--- src/rtl/meter_seq_pkg.sv ---
package meter_seq_pkg;
  // ==========================================
  // timing
  localparam int CLK_KHZ = 10000;
  localparam int SUPPLY_DELAY_MS = 26;
  localparam int POWER_UP_MS = 40;
  localparam int RESET_LOW_US = 10;
  localparam int SUPPLY_DELAY_CYC = SUPPLY_DELAY_MS * CLK_KHZ;
  localparam int TRANSITION_CYC = (POWER_UP_MS - SUPPLY_DELAY_MS) * CLK_KHZ;
  localparam int RESET_LOW_CYC = RESET_LOW_US * CLK_KHZ / 1000;
  localparam int SPI_TOGGLES = 3;
  localparam int SS_HALF_CYC = 4;

  // ==========================================
  // device registers, reached over the link
  localparam logic [2:0] IDX_CFG = 3'h0;
  localparam logic [2:0] IDX_CFG2 = 3'h1;
  localparam logic [2:0] IDX_FIRST_STATUS_REGISTER = 3'h2;
  localparam logic [2:0] IDX_SECOND_STATUS_REGISTER = 3'h3;
  localparam logic [2:0] IDX_LP_THRESH = 3'h4;
  localparam logic [2:0] IDX_RUN = 3'h5;
  localparam int SOFT_RESET_BIT = 7;
  localparam int I2C_LOCK_BIT = 1;
  localparam int RESET_DONE_BIT = 15;
  localparam logic [15:0] CFG_RST = 16'h0000;
  localparam logic [15:0] CFG2_RST = 16'h0000;
  localparam logic [15:0] STATUS_RST = 16'h0000;
  localparam logic [15:0] LP_THRESH_RST = 16'h0000;
  localparam logic [15:0] RUN_RST = 16'h0000;
  localparam logic [15:0] RUN_START = 16'h0001;
  localparam logic [15:0] ALL_ONES = 16'hFFFF;
  localparam logic [4:0] DEV_SYNC_INIT = 5'h07;

  // ==========================================
  // host controller registers, reached over apb
  localparam logic [11:0] ADDR_CTRL = 12'h000;
  localparam logic [11:0] ADDR_STATUS = 12'h004;
  localparam int CTRL_HW_RESET = 0;
  localparam int CTRL_SPI_SEL = 1;
  localparam int CTRL_START_DSP = 2;
  localparam int CTRL_SOFT_RESET = 3;
  localparam int CTRL_LOCK = 4;
  localparam int CTRL_USE_SPI = 5;
  localparam int CTRL_PM_A = 6;
  localparam int CTRL_PM_B = 7;
  localparam int ST_BUSY = 0;
  localparam int ST_DONE = 1;
  localparam int ST_IRQ = 2;
  localparam int ST_S1_LSB = 16;

  typedef enum logic [1:0] {
    normal_power_mode, reduced_power_mode, low_power_mode, sleep_power_mode
  } power_mode_t;

  typedef enum logic [2:0] {
    inactive, supply_wait, transition, normal, hw_hold, low_power
  } dev_state_t;

  typedef enum logic [2:0] {
    h_idle, h_rst_low, h_ss_high, h_ss_low, h_rd_wait, h_clear0
  } host_state_t;
endpackage

--- src/rtl/meter_link_if.sv ---
`timescale 1ns/1ps
interface meter_link_if;
  logic reset_pin_n;
  logic slave_select_pin_n;
  logic mode_select_pin_a;
  logic mode_select_pin_b;
  logic second_interrupt_pin_n;
  logic reg_wr;
  logic reg_rd;
  logic [2:0] reg_addr;
  logic [15:0] reg_wdata;
  logic [15:0] reg_rdata;
  logic reg_rvalid;

  modport device (
    input reset_pin_n, slave_select_pin_n, mode_select_pin_a,
    input mode_select_pin_b, reg_wr, reg_rd, reg_addr, reg_wdata,
    output second_interrupt_pin_n, reg_rdata, reg_rvalid
  );
  modport host (
    output reset_pin_n, slave_select_pin_n, mode_select_pin_a,
    output mode_select_pin_b, reg_wr, reg_rd, reg_addr, reg_wdata,
    input second_interrupt_pin_n, reg_rdata, reg_rvalid
  );
endinterface // meter_link_if

--- src/rtl/sync2.sv ---
`timescale 1ns/1ps
module sync2 #(
  parameter int WIDTH = 1,
  parameter logic [WIDTH-1:0] INIT = '0
) (
  input wire logic mclk,
  input wire logic reset,
  input wire logic ce,
  input wire logic [WIDTH-1:0] din,
  output logic [WIDTH-1:0] dout
);
  typedef struct packed {
    logic [WIDTH-1:0] meta;
    logic [WIDTH-1:0] sync;
  } sync_t;

  sync_t s;
  sync_t next_s;

  always_comb begin
    next_s.meta = din;
    next_s.sync = s.meta;
  end

  always_ff @(posedge mclk or posedge reset) begin
    if (reset) begin
      s <= '{meta: INIT, sync: INIT};
    end else if (ce) begin
      s <= next_s;
    end
  end

  assign dout = s.sync;
endmodule // sync2

--- src/rtl/meter_reset_seq.sv ---
// The implementer's own choices: the APB register port and the address map.
`timescale 1ns/1ps
module meter_reset_seq #(
  parameter int SUPPLY_DELAY_CYCLES = meter_seq_pkg::SUPPLY_DELAY_CYC,
  parameter int TRANSITION_CYCLES = meter_seq_pkg::TRANSITION_CYC
) (
  input wire logic mclk,
  input wire logic reset,
  input wire logic ce,
  input wire logic supply_good,
  input wire logic [15:0] flag_events,
  meter_link_if.device link,
  output logic measuring_active,
  output logic dsp_running,
  output logic spi_active,
  output logic port_locked,
  output meter_seq_pkg::power_mode_t power_mode
);
  typedef struct packed {
    meter_seq_pkg::dev_state_t st;
    meter_seq_pkg::power_mode_t mode;
    logic [31:0] cnt;
    logic [1:0] toggles;
    logic ss_prev;
    logic spi;
    logic locked;
    logic [15:0] cfg;
    logic [15:0] cfg2;
    logic [15:0] first_status_register;
    logic [15:0] second_status_register;
    logic [15:0] lp_thresh;
    logic [15:0] run;
    logic irq_n;
    logic [15:0] rdata;
    logic rvalid;
    logic dsp_run;
    logic active;
  } state_t;

  localparam state_t ST_RST = '{
    st: meter_seq_pkg::inactive,
    mode: meter_seq_pkg::normal_power_mode,
    cnt: 32'h0000_0000,
    toggles: 2'h0,
    ss_prev: 1'b1,
    spi: 1'b0,
    locked: 1'b0,
    cfg: meter_seq_pkg::CFG_RST,
    cfg2: meter_seq_pkg::CFG2_RST,
    first_status_register: meter_seq_pkg::STATUS_RST,
    second_status_register: meter_seq_pkg::STATUS_RST,
    lp_thresh: meter_seq_pkg::LP_THRESH_RST,
    run: meter_seq_pkg::RUN_RST,
    irq_n: 1'b1,
    rdata: 16'h0000,
    rvalid: 1'b0,
    dsp_run: 1'b0,
    active: 1'b0
  };

  state_t s;
  state_t next_s;
  logic [4:0] pins;
  logic sup_ok;
  logic pm_b;
  logic pm_a;
  logic ss_n;
  logic rst_n;
  meter_seq_pkg::power_mode_t pin_mode;

  // =========================================
  // pin synchronisers
  sync2 #(
    .WIDTH(5),
    .INIT(meter_seq_pkg::DEV_SYNC_INIT)
  ) u_sync (
    .mclk(mclk),
    .reset(reset),
    .ce(ce),
    .din({supply_good, link.mode_select_pin_b, link.mode_select_pin_a,
          link.slave_select_pin_n, link.reset_pin_n}),
    .dout(pins)
  );

  assign {sup_ok, pm_b, pm_a, ss_n, rst_n} = pins;

  always_comb begin
    unique case ({pm_b, pm_a})
      2'b01: pin_mode = meter_seq_pkg::normal_power_mode;
      2'b00: pin_mode = meter_seq_pkg::reduced_power_mode;
      2'b10: pin_mode = meter_seq_pkg::low_power_mode;
      2'b11: pin_mode = meter_seq_pkg::sleep_power_mode;
    endcase
  end

  // soft reset passes keep_port so cfg2, threshold and port survive
  function automatic state_t to_defaults(state_t x, logic keep_port);
    state_t y;
    y = x;
    y.cfg = meter_seq_pkg::CFG_RST;
    y.first_status_register = meter_seq_pkg::STATUS_RST;
    y.second_status_register = meter_seq_pkg::STATUS_RST;
    y.run = meter_seq_pkg::RUN_RST;
    y.toggles = 2'h0;
    if (!keep_port) begin
      y.cfg2 = meter_seq_pkg::CFG2_RST;
      y.lp_thresh = meter_seq_pkg::LP_THRESH_RST;
      y.spi = 1'b0;
      y.locked = 1'b0;
    end
    return y;
  endfunction

  // =========================================
  // sequencer and register file
  always_comb begin
    next_s = s;
    next_s.rvalid = 1'b0;
    next_s.ss_prev = ss_n;
    if (!sup_ok) begin
      next_s = ST_RST;
    end else begin
      unique case (s.st)
        meter_seq_pkg::inactive: begin
          next_s.st = meter_seq_pkg::supply_wait;
          next_s.cnt = 32'h0000_0000;
        end
        meter_seq_pkg::supply_wait: begin
          if (s.cnt == 32'(SUPPLY_DELAY_CYCLES - 1)) begin
            next_s = to_defaults(s, 1'b0);
            next_s.ss_prev = ss_n;
            next_s.mode = meter_seq_pkg::normal_power_mode;
            next_s.st = meter_seq_pkg::transition;
            next_s.cnt = 32'h0000_0000;
          end else begin
            next_s.cnt = s.cnt + 32'h0000_0001;
          end
        end
        meter_seq_pkg::transition: begin
          next_s.second_status_register[meter_seq_pkg::RESET_DONE_BIT] = 1'b0;
          if (s.cnt == 32'(TRANSITION_CYCLES - 1)) begin
            next_s.st = meter_seq_pkg::normal;
            next_s.cfg[meter_seq_pkg::SOFT_RESET_BIT] = 1'b0;
            next_s.second_status_register[meter_seq_pkg::RESET_DONE_BIT] = 1'b1;
          end else begin
            next_s.cnt = s.cnt + 32'h0000_0001;
          end
        end
        meter_seq_pkg::normal: begin
          if (pin_mode != meter_seq_pkg::normal_power_mode) begin
            next_s.st = meter_seq_pkg::low_power;
            next_s.mode = pin_mode;
          end else if (!rst_n) begin
            next_s.st = meter_seq_pkg::hw_hold;
            next_s.cnt = 32'h0000_0000;
          end else if (s.cfg[meter_seq_pkg::SOFT_RESET_BIT]) begin
            next_s = to_defaults(s, 1'b1);
            next_s.ss_prev = ss_n;
            next_s.cfg[meter_seq_pkg::SOFT_RESET_BIT] = 1'b1;
            next_s.st = meter_seq_pkg::transition;
            next_s.cnt = 32'h0000_0000;
          end else if (link.reg_wr) begin
            unique case (link.reg_addr)
              meter_seq_pkg::IDX_CFG: next_s.cfg = link.reg_wdata;
              meter_seq_pkg::IDX_CFG2: begin
                next_s.cfg2 = link.reg_wdata;
                if (s.spi) begin
                  next_s.locked = 1'b1;
                end else if (link.reg_wdata[meter_seq_pkg::I2C_LOCK_BIT]) begin
                  next_s.locked = 1'b1;
                end
              end
              meter_seq_pkg::IDX_FIRST_STATUS_REGISTER: begin
                next_s.first_status_register = s.first_status_register & ~link.reg_wdata;
              end
              meter_seq_pkg::IDX_SECOND_STATUS_REGISTER: begin
                next_s.second_status_register = s.second_status_register & ~link.reg_wdata;
              end
              meter_seq_pkg::IDX_LP_THRESH: next_s.lp_thresh = link.reg_wdata;
              meter_seq_pkg::IDX_RUN: next_s.run = link.reg_wdata;
              default: next_s.cfg = s.cfg;
            endcase
          end
          // events land after the clear so a same-cycle event is kept
          next_s.first_status_register = next_s.first_status_register | flag_events;
        end
        meter_seq_pkg::hw_hold: begin
          if (rst_n) begin
            if (s.cnt >= 32'(meter_seq_pkg::RESET_LOW_CYC - 1)) begin
              next_s = to_defaults(s, 1'b0);
              next_s.ss_prev = ss_n;
              next_s.st = meter_seq_pkg::transition;
              next_s.cnt = 32'h0000_0000;
            end else begin
              next_s.st = meter_seq_pkg::normal;
            end
          end else if (s.cnt != 32'hFFFF_FFFF) begin
            next_s.cnt = s.cnt + 32'h0000_0001;
          end
        end
        meter_seq_pkg::low_power: begin
          // reset pin and soft reset bit are ignored here
          next_s.mode = pin_mode;
          if (pin_mode == meter_seq_pkg::normal_power_mode) begin
            next_s.st = meter_seq_pkg::transition;
            next_s.cnt = 32'h0000_0000;
          end
        end
      endcase

      // select falls also count during the transition so a host can
      // re-select spi right after releasing reset
      // a fall on the edge that ends the transition must still count
      if ((s.st == meter_seq_pkg::normal || s.st == meter_seq_pkg::transition)
          && (next_s.st == s.st || next_s.st == meter_seq_pkg::normal)
          && !s.locked && !s.spi
          && s.ss_prev && !ss_n) begin
        if (s.toggles == 2'(meter_seq_pkg::SPI_TOGGLES - 1)) begin
          next_s.spi = 1'b1;
          next_s.toggles = 2'h0;
        end else begin
          next_s.toggles = s.toggles + 2'h1;
        end
      end

      if (link.reg_rd) begin
        next_s.rvalid = 1'b1;
        unique case (link.reg_addr)
          meter_seq_pkg::IDX_CFG: next_s.rdata = s.cfg;
          meter_seq_pkg::IDX_CFG2: next_s.rdata = s.cfg2;
          meter_seq_pkg::IDX_FIRST_STATUS_REGISTER: next_s.rdata = s.first_status_register;
          meter_seq_pkg::IDX_SECOND_STATUS_REGISTER: next_s.rdata = s.second_status_register;
          meter_seq_pkg::IDX_LP_THRESH: next_s.rdata = s.lp_thresh;
          meter_seq_pkg::IDX_RUN: next_s.rdata = s.run;
          default: next_s.rdata = 16'h0000;
        endcase
      end
    end
    // flag is unmaskable: the pin follows it alone
    next_s.irq_n = ~next_s.second_status_register[meter_seq_pkg::RESET_DONE_BIT];
    next_s.active = next_s.st == meter_seq_pkg::normal;
    next_s.dsp_run = next_s.active
                     && next_s.run == meter_seq_pkg::RUN_START;
  end

  always_ff @(posedge mclk or posedge reset) begin
    if (reset) begin
      s <= ST_RST;
    end else if (ce) begin
      s <= next_s;
    end
  end

  assign link.second_interrupt_pin_n = s.irq_n;
  assign link.reg_rdata = s.rdata;
  assign link.reg_rvalid = s.rvalid;
  assign measuring_active = s.active;
  assign dsp_running = s.dsp_run;
  assign spi_active = s.spi;
  assign port_locked = s.locked;
  assign power_mode = s.mode;
endmodule // meter_reset_seq

--- src/flat_wrapper.sv ---
// flat-port wrapper written by rule: the top's interface ports become plain ports
module meter_reset_seq_flat 
#(
  parameter int SUPPLY_DELAY_CYCLES = meter_seq_pkg::SUPPLY_DELAY_CYC,
  parameter int TRANSITION_CYCLES = meter_seq_pkg::TRANSITION_CYC
)
  (mclk, reset, ce, supply_good, flag_events, measuring_active, dsp_running, spi_active, port_locked, power_mode, link_reset_pin_n, link_slave_select_pin_n, link_mode_select_pin_a, link_mode_select_pin_b, link_reg_wr, link_reg_rd, link_reg_addr, link_reg_wdata, link_second_interrupt_pin_n, link_reg_rdata, link_reg_rvalid);
  meter_link_if link_i ();
  input wire logic mclk;
  input wire logic reset;
  input wire logic ce;
  input wire logic supply_good;
  input wire logic [15:0] flag_events;
  output logic measuring_active;
  output logic dsp_running;
  output logic spi_active;
  output logic port_locked;
  output meter_seq_pkg::power_mode_t power_mode;
  input wire logic [$bits(link_i.reset_pin_n)-1:0] link_reset_pin_n;
  input wire logic [$bits(link_i.slave_select_pin_n)-1:0] link_slave_select_pin_n;
  input wire logic [$bits(link_i.mode_select_pin_a)-1:0] link_mode_select_pin_a;
  input wire logic [$bits(link_i.mode_select_pin_b)-1:0] link_mode_select_pin_b;
  input wire logic [$bits(link_i.reg_wr)-1:0] link_reg_wr;
  input wire logic [$bits(link_i.reg_rd)-1:0] link_reg_rd;
  input wire logic [$bits(link_i.reg_addr)-1:0] link_reg_addr;
  input wire logic [$bits(link_i.reg_wdata)-1:0] link_reg_wdata;
  output wire logic [$bits(link_i.second_interrupt_pin_n)-1:0] link_second_interrupt_pin_n;
  output wire logic [$bits(link_i.reg_rdata)-1:0] link_reg_rdata;
  output wire logic [$bits(link_i.reg_rvalid)-1:0] link_reg_rvalid;
  assign link_i.reset_pin_n = link_reset_pin_n;
  assign link_i.slave_select_pin_n = link_slave_select_pin_n;
  assign link_i.mode_select_pin_a = link_mode_select_pin_a;
  assign link_i.mode_select_pin_b = link_mode_select_pin_b;
  assign link_i.reg_wr = link_reg_wr;
  assign link_i.reg_rd = link_reg_rd;
  assign link_i.reg_addr = link_reg_addr;
  assign link_i.reg_wdata = link_reg_wdata;
  assign link_second_interrupt_pin_n = link_i.second_interrupt_pin_n;
  assign link_reg_rdata = link_i.reg_rdata;
  assign link_reg_rvalid = link_i.reg_rvalid;
  meter_reset_seq #(.SUPPLY_DELAY_CYCLES(SUPPLY_DELAY_CYCLES), .TRANSITION_CYCLES(TRANSITION_CYCLES)) u_core (.mclk(mclk), .reset(reset), .ce(ce), .supply_good(supply_good), .flag_events(flag_events), .link(link_i), .measuring_active(measuring_active), .dsp_running(dsp_running), .spi_active(spi_active), .port_locked(port_locked), .power_mode(power_mode));
endmodule
--- config.mk ---
export PLATFORM = sky130hd
export DESIGN_NAME = meter_reset_seq_flat
export DESIGN_NICKNAME = d
export VERILOG_FILES = /design/src/rtl/meter_seq_pkg.sv /design/src/rtl/meter_link_if.sv /design/src/rtl/sync2.sv /design/src/rtl/meter_reset_seq.sv /design/src/flat_wrapper.sv
export SDC_FILE = /design/constraint.sdc
export NUM_CORES = 1
export LEC_CHECK = 0
export ABC_AREA = 1
export BUFFER_PORTS_ARGS = -buffer_cell sky130_fd_sc_hd__buf_2
export CORE_MARGIN = 2
export CORE_UTILIZATION = 56
export CTS_CLUSTER_SIZE = 30
export DETAILED_ROUTE_END_ITERATION = 8
export GPL_ROUTABILITY_DRIVEN = 0
export PLACE_DENSITY = 0.78
export SETUP_SLACK_MARGIN = 0.15
export SLEW_MARGIN = 40
export SYNTH_ARGS = -nofsm -noshare
export SYNTH_HDL_FRONTEND = slang
export SYNTH_SLANG_ARGS = --single-unit
export TNS_END_PERCENT = 100
--- constraint.sdc ---
create_clock -name mclk -period 4.46 [get_ports mclk]
set_clock_uncertainty 0.05 [all_clocks]
set_input_delay 0.223 -clock mclk [delete_from_list [all_inputs] [get_ports mclk]]
set_output_delay 0.223 -clock mclk [all_outputs]
set_load 0.005 [all_outputs]
==> results of run 1 <==
sequential cells by signal (all words and copies together), names as in the netlist:
register	count
u_core.s	134
u_core.link.reg_rdata	16
u_core.u_sync.dout	5
u_core.u_sync.next_s	5
u_core.power_mode	2
u_core.dsp_running	1
u_core.link.reg_rvalid	1
u_core.link.second_interrupt_pin_n	1
u_core.measuring_active	1
u_core.port_locked	1
u_core.spi_active	1
power by group:
part / switching [mW] / leakage (nW) / internal [mW]
logic: 0.316 / 2.47 / 0.0974
clock network: 0.656 / 0.284 / 0.843
registers: 0.0259 / 2.30 / 1.56
cell usage in the layout, fill, tap and decap left out, types with 34 or more instances in the layout:
cell / Yosys / final
inv_1: 147 / 146
o21ai_0: 104 / 104
nand3_1: 99 / 99
buf_2: 17 / 68
a21oi_1: 52 / 52
o21ai_1: 34 / 34
nand2_1: 332 / 332
nor2_1: 129 / 129
nor3_1: 46 / 45
dfrtp_1: 160 / 160
kinds of logic after synthesis:
| kind of cell | share of synthesized area, % |
|---|---|
| fa+ha+maj | 0.604 |
| buf+inv | 10.4 |
| simple gates | 28.6 |
| xor+xnor | 1.86 |
| flops | 40.7 |
| mux | 0.713 |
| compound gates | 17.2 |
through the flow:
step / hold slack, ns / total power, mW / utilization (%) / std cells / setup slack (ns)
final: 0.0376 / 3.50 / 63.0 / 1683 / 0.915
after floorplan: 0.269 / 1.88 / - / 1419 / 2.05
after global placement: 0.374 / 2.00 / 59.2 / 1645 / 1.14
after detailed placement: 0.299 / 2.01 / 59.4 / 1646 / 1.03
after global routing: 0.0491 / 3.61 / 63.0 / 1683 / 0.642
after CTS: 0.0366 / 3.50 / 63.0 / 1683 / 1.01
routing by layer:
metal | vias up | share of wire [%] | wire, µm
li1 | 4809 | - | -
met1 | 4788 | 41 | 12600
met2 | 601 | 45 | 14100
met3 | 130 | 9.2 | 2840
met4 | 0 | 4.9 | 1510
met5 | - | 0 | 0
area by class of cell:
cell class / count / area [µm²]
flip-flops and latches: 168 / 4210
clock buffers: 18 / 439
clock inverters: 13 / 149
well taps: 229 / 287
multi-input cells: 1002 / 5090
fillers: 1604 / 6670
repair buffers: 92 / 568
inverters: 161 / 608
critical path, stage by stage (launching register included):
cell and delay (ns):
dfrtp_1 0.53, nand3_4 0.21, nor2_2 0.13, inv_2 0.57, nor2_1 0.18, nor2_1 0.25
nand3_1 0.16, nor3_4 0.46, buf_4 0.42, inv_2 0.23, o21ai_1 0.18, nor2_1 0.05
worst paths after layout:
check / end / slack (ns) / depth (start not counted)
max: u_core.s[133] / 0.91 / 11
min: u_core.s[49] / 0.04 / 3
max reg2reg: u_core.s[133] / 0.91 / 11
min reg2reg: u_core.u_sync.next_s[2] / 0.41 / 2
max in group asynchronous: u_core.u_sync.next_s[1] / 3.16 / 5
min in group asynchronous: u_core.link.reg_rdata[12] / 0.36 / 4
timing repair:
action | 4_1_cts | 5_1_grt
hold buffers | 6 | 0
buffers inserted | 0 | 0
endpoints found under the hold margin | 67 | 0
==> results.json, run 1 <==
{
  "outcome": "completed",
  "yosysSeqAreaShare_pct": 40.7,
  "fp.dieArea_um2": 19600,
  "portBuffers": 68,
  "synth-edff-count": 0,
  "maxCapViolations": 0,
  "wirelength_um": 31000,
  "netlist_top_cells_area": "dfrtp_1 39%, nand2_1 12%, inv_1 5.3%",
  "antenna_found_initial": 0,
  "grt_pass1_wl_um": 50500,
  "grt_setup_unrepaired": "no",
  "leakagePower_nw": 5.05,
  "clock_tree.buffer_depth": 2,
  "synth_common_cells": "332 x nand2_1, 160 x dfrtp_1, 147 x inv_1",
  "post-route-period-util_pct": 79.5,
  "ys_types": 53,
  "dieHeight_um": 140,
  "grt_max_degree": 103,
  "finalHoldViolations": 0,
  "grt_use_met3_pct": 5.91,
  "top_usage_layer": "met2",
  "dpl_cell_area_um2": 10700,
  "path_max_fanout": 36,
  "syn_inst": 1419,
  "syn-mean-instance-area_um2": 7.30,
  "fin_area_um2": 11400,
  "grt_overflow": 0,
  "core_um2": 18000,
  "clk_latency_ns": 0.44,
  "cp.arrival_ns": 3.83,
  "async_reset_ff_share_pct": 100,
  "synth_seq_cells": 168,
  "vdd_drop_max_uv": 317,
  "routedWlPerCell_um": 18.4,
  "areaGrowthSynthToFinish_pct": 9.64,
  "worst_pin_slew_ns": 0.890,
  "relSlewSlack_pct": 39.1,
  "met2_usage_pct": 50.5,
  "path_class": "reg2reg",
  "dp_hpwl_um": 21300,
  "crit_path_start_kind": "flip-flop",
  "dr.pass1.iters": 6,
  "finalSetupViolCount": 0,
  "htreeDepth": 4,
  "drv_slew": 0,
  "netlist_area_um2": 10400,
  "post-route-drc-count": 0,
  "syn_nets": 1469,
  "ant_nets": 0,
  "routed_via_density": 6.14,
  "synth_top_cell_by_area": "dfrtp_1",
  "die_w_um": 140,
  "r2r-start": "u_core.s[155]",
  "crit_path_end_kind": "flip-flop",
  "antennaDiodeCount": 0,
  "fin_nets": 1492,
  "cts-root-buf": "clkbuf_16",
  "initial_core_util_pct": 57.5,
  "hold_start": "link_reg_wdata[13]",
  "required_ns": 4.74,
  "synth_warnings": 0,
  "cp-startpoint": "u_core.s[155]",
  "rows": 49,
  "cts_tree": "built",
  "vias": 10300,
  "path_clk_slew_ns": 0.07,
  "yosysMostFrequentCell": "nand2_1",
  "cts_buffers": 17,
  "synth_ff_type": "dfrtp_1",
  "cts_resized": 0,
  "grt_pass1_vias": 9833,
  "ios": 69,
  "final_layout_size_suffix_gt1_share_pct": 11.5,
  "holdCritPathClass": "in2reg",
  "power.density_nw_per_um2": 308,
  "yosysTopAreaCellShare_pct": 38.7,
  "max_freq_ghz": 0.282,
  "clock_sinks": 168,
  "finalSetupTns_ns": 0,
  "use_met1_pct": 42.7,
  "min_period_ns": 3.55,
  "grt_usage_pct": 32.1,
  "drt_iter0_drc": 1281
}
No activity file was read; power rests on OpenSTA's default activity.
==> run 2: changes to the inputs <==
--- a/config.mk
+++ b/config.mk
@@ -5,14 +5,14 @@
 export SDC_FILE = /design/constraint.sdc
 export NUM_CORES = 1
 export LEC_CHECK = 0
-export ABC_AREA = 1
+export ABC_AREA = 0
 export BUFFER_PORTS_ARGS = -buffer_cell sky130_fd_sc_hd__buf_2
 export CORE_MARGIN = 2
 export CORE_UTILIZATION = 56
 export CTS_CLUSTER_SIZE = 30
 export DETAILED_ROUTE_END_ITERATION = 8
 export GPL_ROUTABILITY_DRIVEN = 0
-export PLACE_DENSITY = 0.78
+export PLACE_DENSITY = 0.75
 export SETUP_SLACK_MARGIN = 0.15
 export SLEW_MARGIN = 40
 export SYNTH_ARGS = -nofsm -noshare
==> constraint.sdc (replaced) <==
create_clock -name mclk -period 3.3 [get_ports mclk]
set_clock_uncertainty 0.05 [all_clocks]
set_input_delay 0.165 -clock mclk [delete_from_list [all_inputs] [get_ports mclk]]
set_output_delay 0.165 -clock mclk [all_outputs]
set_load 0.005 [all_outputs]
==> results.json, run 2 <==
{
  "outcome": "completed",
  "syn_inst": 930,
  "post-route-drc-count": 0,
  "path_cells": "ha_1 > nand4_1 > nor3_2 > a31oi_4 > o31ai_4 > nand2_2 > or2_2 > o21a_1",
  "path_clk_slew_ns": 0.07,
  "regMostFlops": "u_core.s",
  "routedWlPerCell_um": 21.1,
  "grt_pass1_vias": 7630,
  "synth_common_cells": "160 x dfrtp_1, 108 x nand2_1, 90 x o21ai_0",
  "grt_max_degree": 98,
  "cts_buffers": 17,
  "crit_path_start_kind": "flip-flop",
  "antennaDiodeCount": 0,
  "cp.arrival_ns": 3.20,
  "leakagePower_nw": 4.48,
  "largest_reg_flops": 134,
  "async_reset_ff_share_pct": 100,
  "final_common_cell": "dfrtp_1",
  "cts_tree": "built",
  "vdd_drop_max_uv": 416,
  "routed_via_density": 6.52,
  "core_um2": 15300,
  "ios": 69,
  "path_max_fanout": 15,
  "finalHoldViolations": 0,
  "relSlewSlack_pct": 48.3,
  "slowest_stage": "or2_2",
  "critPathBufInv": 0,
  "dp.cells": 1162,
  "wirelength_um": 25800,
  "vias": 7965,
  "fin_nets": 1047,
  "fin_area_um2": 10200,
  "initial_core_util_pct": 57.5,
  "worst_pin_slew_ns": 0.776,
  "portBuffers": 68,
  "synth_seq_cells": 168,
  "layout_common_cells": "160 x dfrtp_1, 108 x nand2_1, 90 x o21ai_0",
  "use_met1_pct": 41.8,
  "dr.pass1.iters": 5,
  "max_freq_ghz": 0.341,
  "clk_latency_ns": 0.43,
  "multi_input_area_um2": 4100,
  "syn-mean-instance-area_um2": 9.44,
  "grt_setup_unrepaired": "no",
  "drt_iter0_drc": 804,
  "power.density_nw_per_um2": 450,
  "synth-edff-count": 0,
  "grt_pass1_wl_um": 41000,
  "post-route-period-util_pct": 88.9,
  "path_delay_family": "simple AND/OR/NAND/NOR gates",
  "seq_area_um2": 4210,
  "dieHeight_um": 129,
  "final_layout_size_suffix_gt1_share_pct": 17.5,
  "clock_tree.buffer_depth": 2,
  "grt_usage_pct": 31.9,
  "synth_warnings": 0,
  "clock_sinks": 168,
  "path_class": "reg2reg",
  "htreeDepth": 4,
  "holdCritPathClass": "in2reg",
  "grt_overflow": 0,
  "areaGrowthSynthToFinish_pct": 15.7,
  "cts-root-buf": "clkbuf_16",
  "min_period_ns": 2.93,
  "final_cell_count_no_fill": 1221,
  "antenna_found_initial": 0,
  "maxCapViolations": 0,
  "dp_hpwl_um": 17200,
  "netlist_area_um2": 8780,
  "met2_usage_pct": 51.8,
  "finalSetupTns_ns": 0,
  "top_usage_layer": "met2",
  "grt_use_met3_pct": 6.77,
  "required_ns": 3.57,
  "yosysMostFrequentCell": "dfrtp_1",
  "drv_slew": 0,
  "synth_ff_type": "dfrtp_1",
  "yosysSeqAreaShare_pct": 48.0,
  "syn_nets": 980,
  "whs_ns": 0.0194,
  "finalSetupViolCount": 0,
  "die_w_um": 129,
  "netlist_top_cells_area": "dfrtp_1 46%, a22o_1 5.8%, o21ai_0 5.1%",
  "yosysTopAreaCellShare_pct": 45.6,
  "fill_cells": 1244,
  "crit_path_end_kind": "flip-flop",
  "ant_nets": 0,
  "synth_top_cell_by_area": "dfrtp_1",
  "rows": 45,
  "ys_types": 78,
  "slowest_delay_ns": 0.48,
  "fp.dieArea_um2": 16700,
  "dpl_cell_area_um2": 9310
}
==> run 2: cell count changes after synthesis, sizes merged, moves of 15 or more <==
cell,previous run,this run
nor2,137,65
a22oi,1,33
nand4,30,10
a221oi,2,17
a21oi,52,35
nand3,102,29
xor2,18,0
o21ai,140,105
a22o,1,58
o22ai,23,3
nand2,334,109
inv,160,18
nor3,51,11
==> run 2: path summary, 6_finish.rpt <==
kind | from | endpoint | slack, ns | cells after the start
hold / removal | link_reg_wdata[14] | u_core.s[50] | 0.02 | 2
min in group asynchronous | reset | u_core.link.reg_rdata[11] | 0.32 | 4
hold reg to reg | u_core.link.reg_rdata[12] | u_core.link.reg_rdata[12] | 0.42 | 2
setup reg to reg | u_core.s[121] | u_core.s[55] | 0.37 | 8
setup / recovery | u_core.s[121] | u_core.s[55] | 0.37 | 8
max in group asynchronous | reset | u_core.u_sync.next_s[1] | 2.04 | 5
==> run 2: cell type report <==
cell class                 instances  share of cell area, %
inverter                          20                  0.776
sequential                       168                   41.5
tap                              211                   2.60
clock buffer                      20                   4.30
timing repair buffer             132                   9.07
multi-input combinational        658                   40.4
clock inverter                    12                   1.40
==> run 2: kinds of logic after synthesis <==
family	synth area share, %
AO/OA/AOI/OAI	26.8
AND/OR/NAND/NOR	17.7
flip-flops	48.0
buffers and inverters	5.61
multiplexers	0.997
adder cells (fa/ha/maj)	0.712
XOR/XNOR	0.200
==> run 2: report_power, final <==
group          switching (mW)  total (mW)  leakage [nW]  internal, mW
clock                   0.860        1.99         0.274          1.13
sequential             0.0265        2.12          2.31          2.09
combinational           0.323       0.471          1.90         0.147
total                    1.21        4.58          4.48          3.37
==> run 2: worst register-to-register path: cells and delay by family, from the launching register on <==
kind	cells	cell delay, ns
flops	1	0.41
fa+ha+maj	1	0.26
compound gates	3	0.89
simple gates	4	1.22
==> run 2: repair_timing <==
item,4_1_cts,5_1_grt
resized for setup,0,2
hold endpoints to repair,94,0
setup endpoints to repair,0,4
setup buffers,0,0
hold buffers,27,0
==> run 2: per-layer routing <==
metal,wire [µm],vias to the layer above
met1,10500,3892
met3,2040,76
li1,-,3582
met5,0,-
met4,971,0
met2,12300,415
==> run 2: metrics by stage <==
step	util, %	worst slack [ns]	total power, mW
finish	66.6	0.367	4.58
global route	66.6	0.173	4.73
CTS	66.6	0.330	4.59
detailed placement	61.0	0.365	2.59
global placement	60.8	0.461	2.58
floorplan	-	0.682	2.41
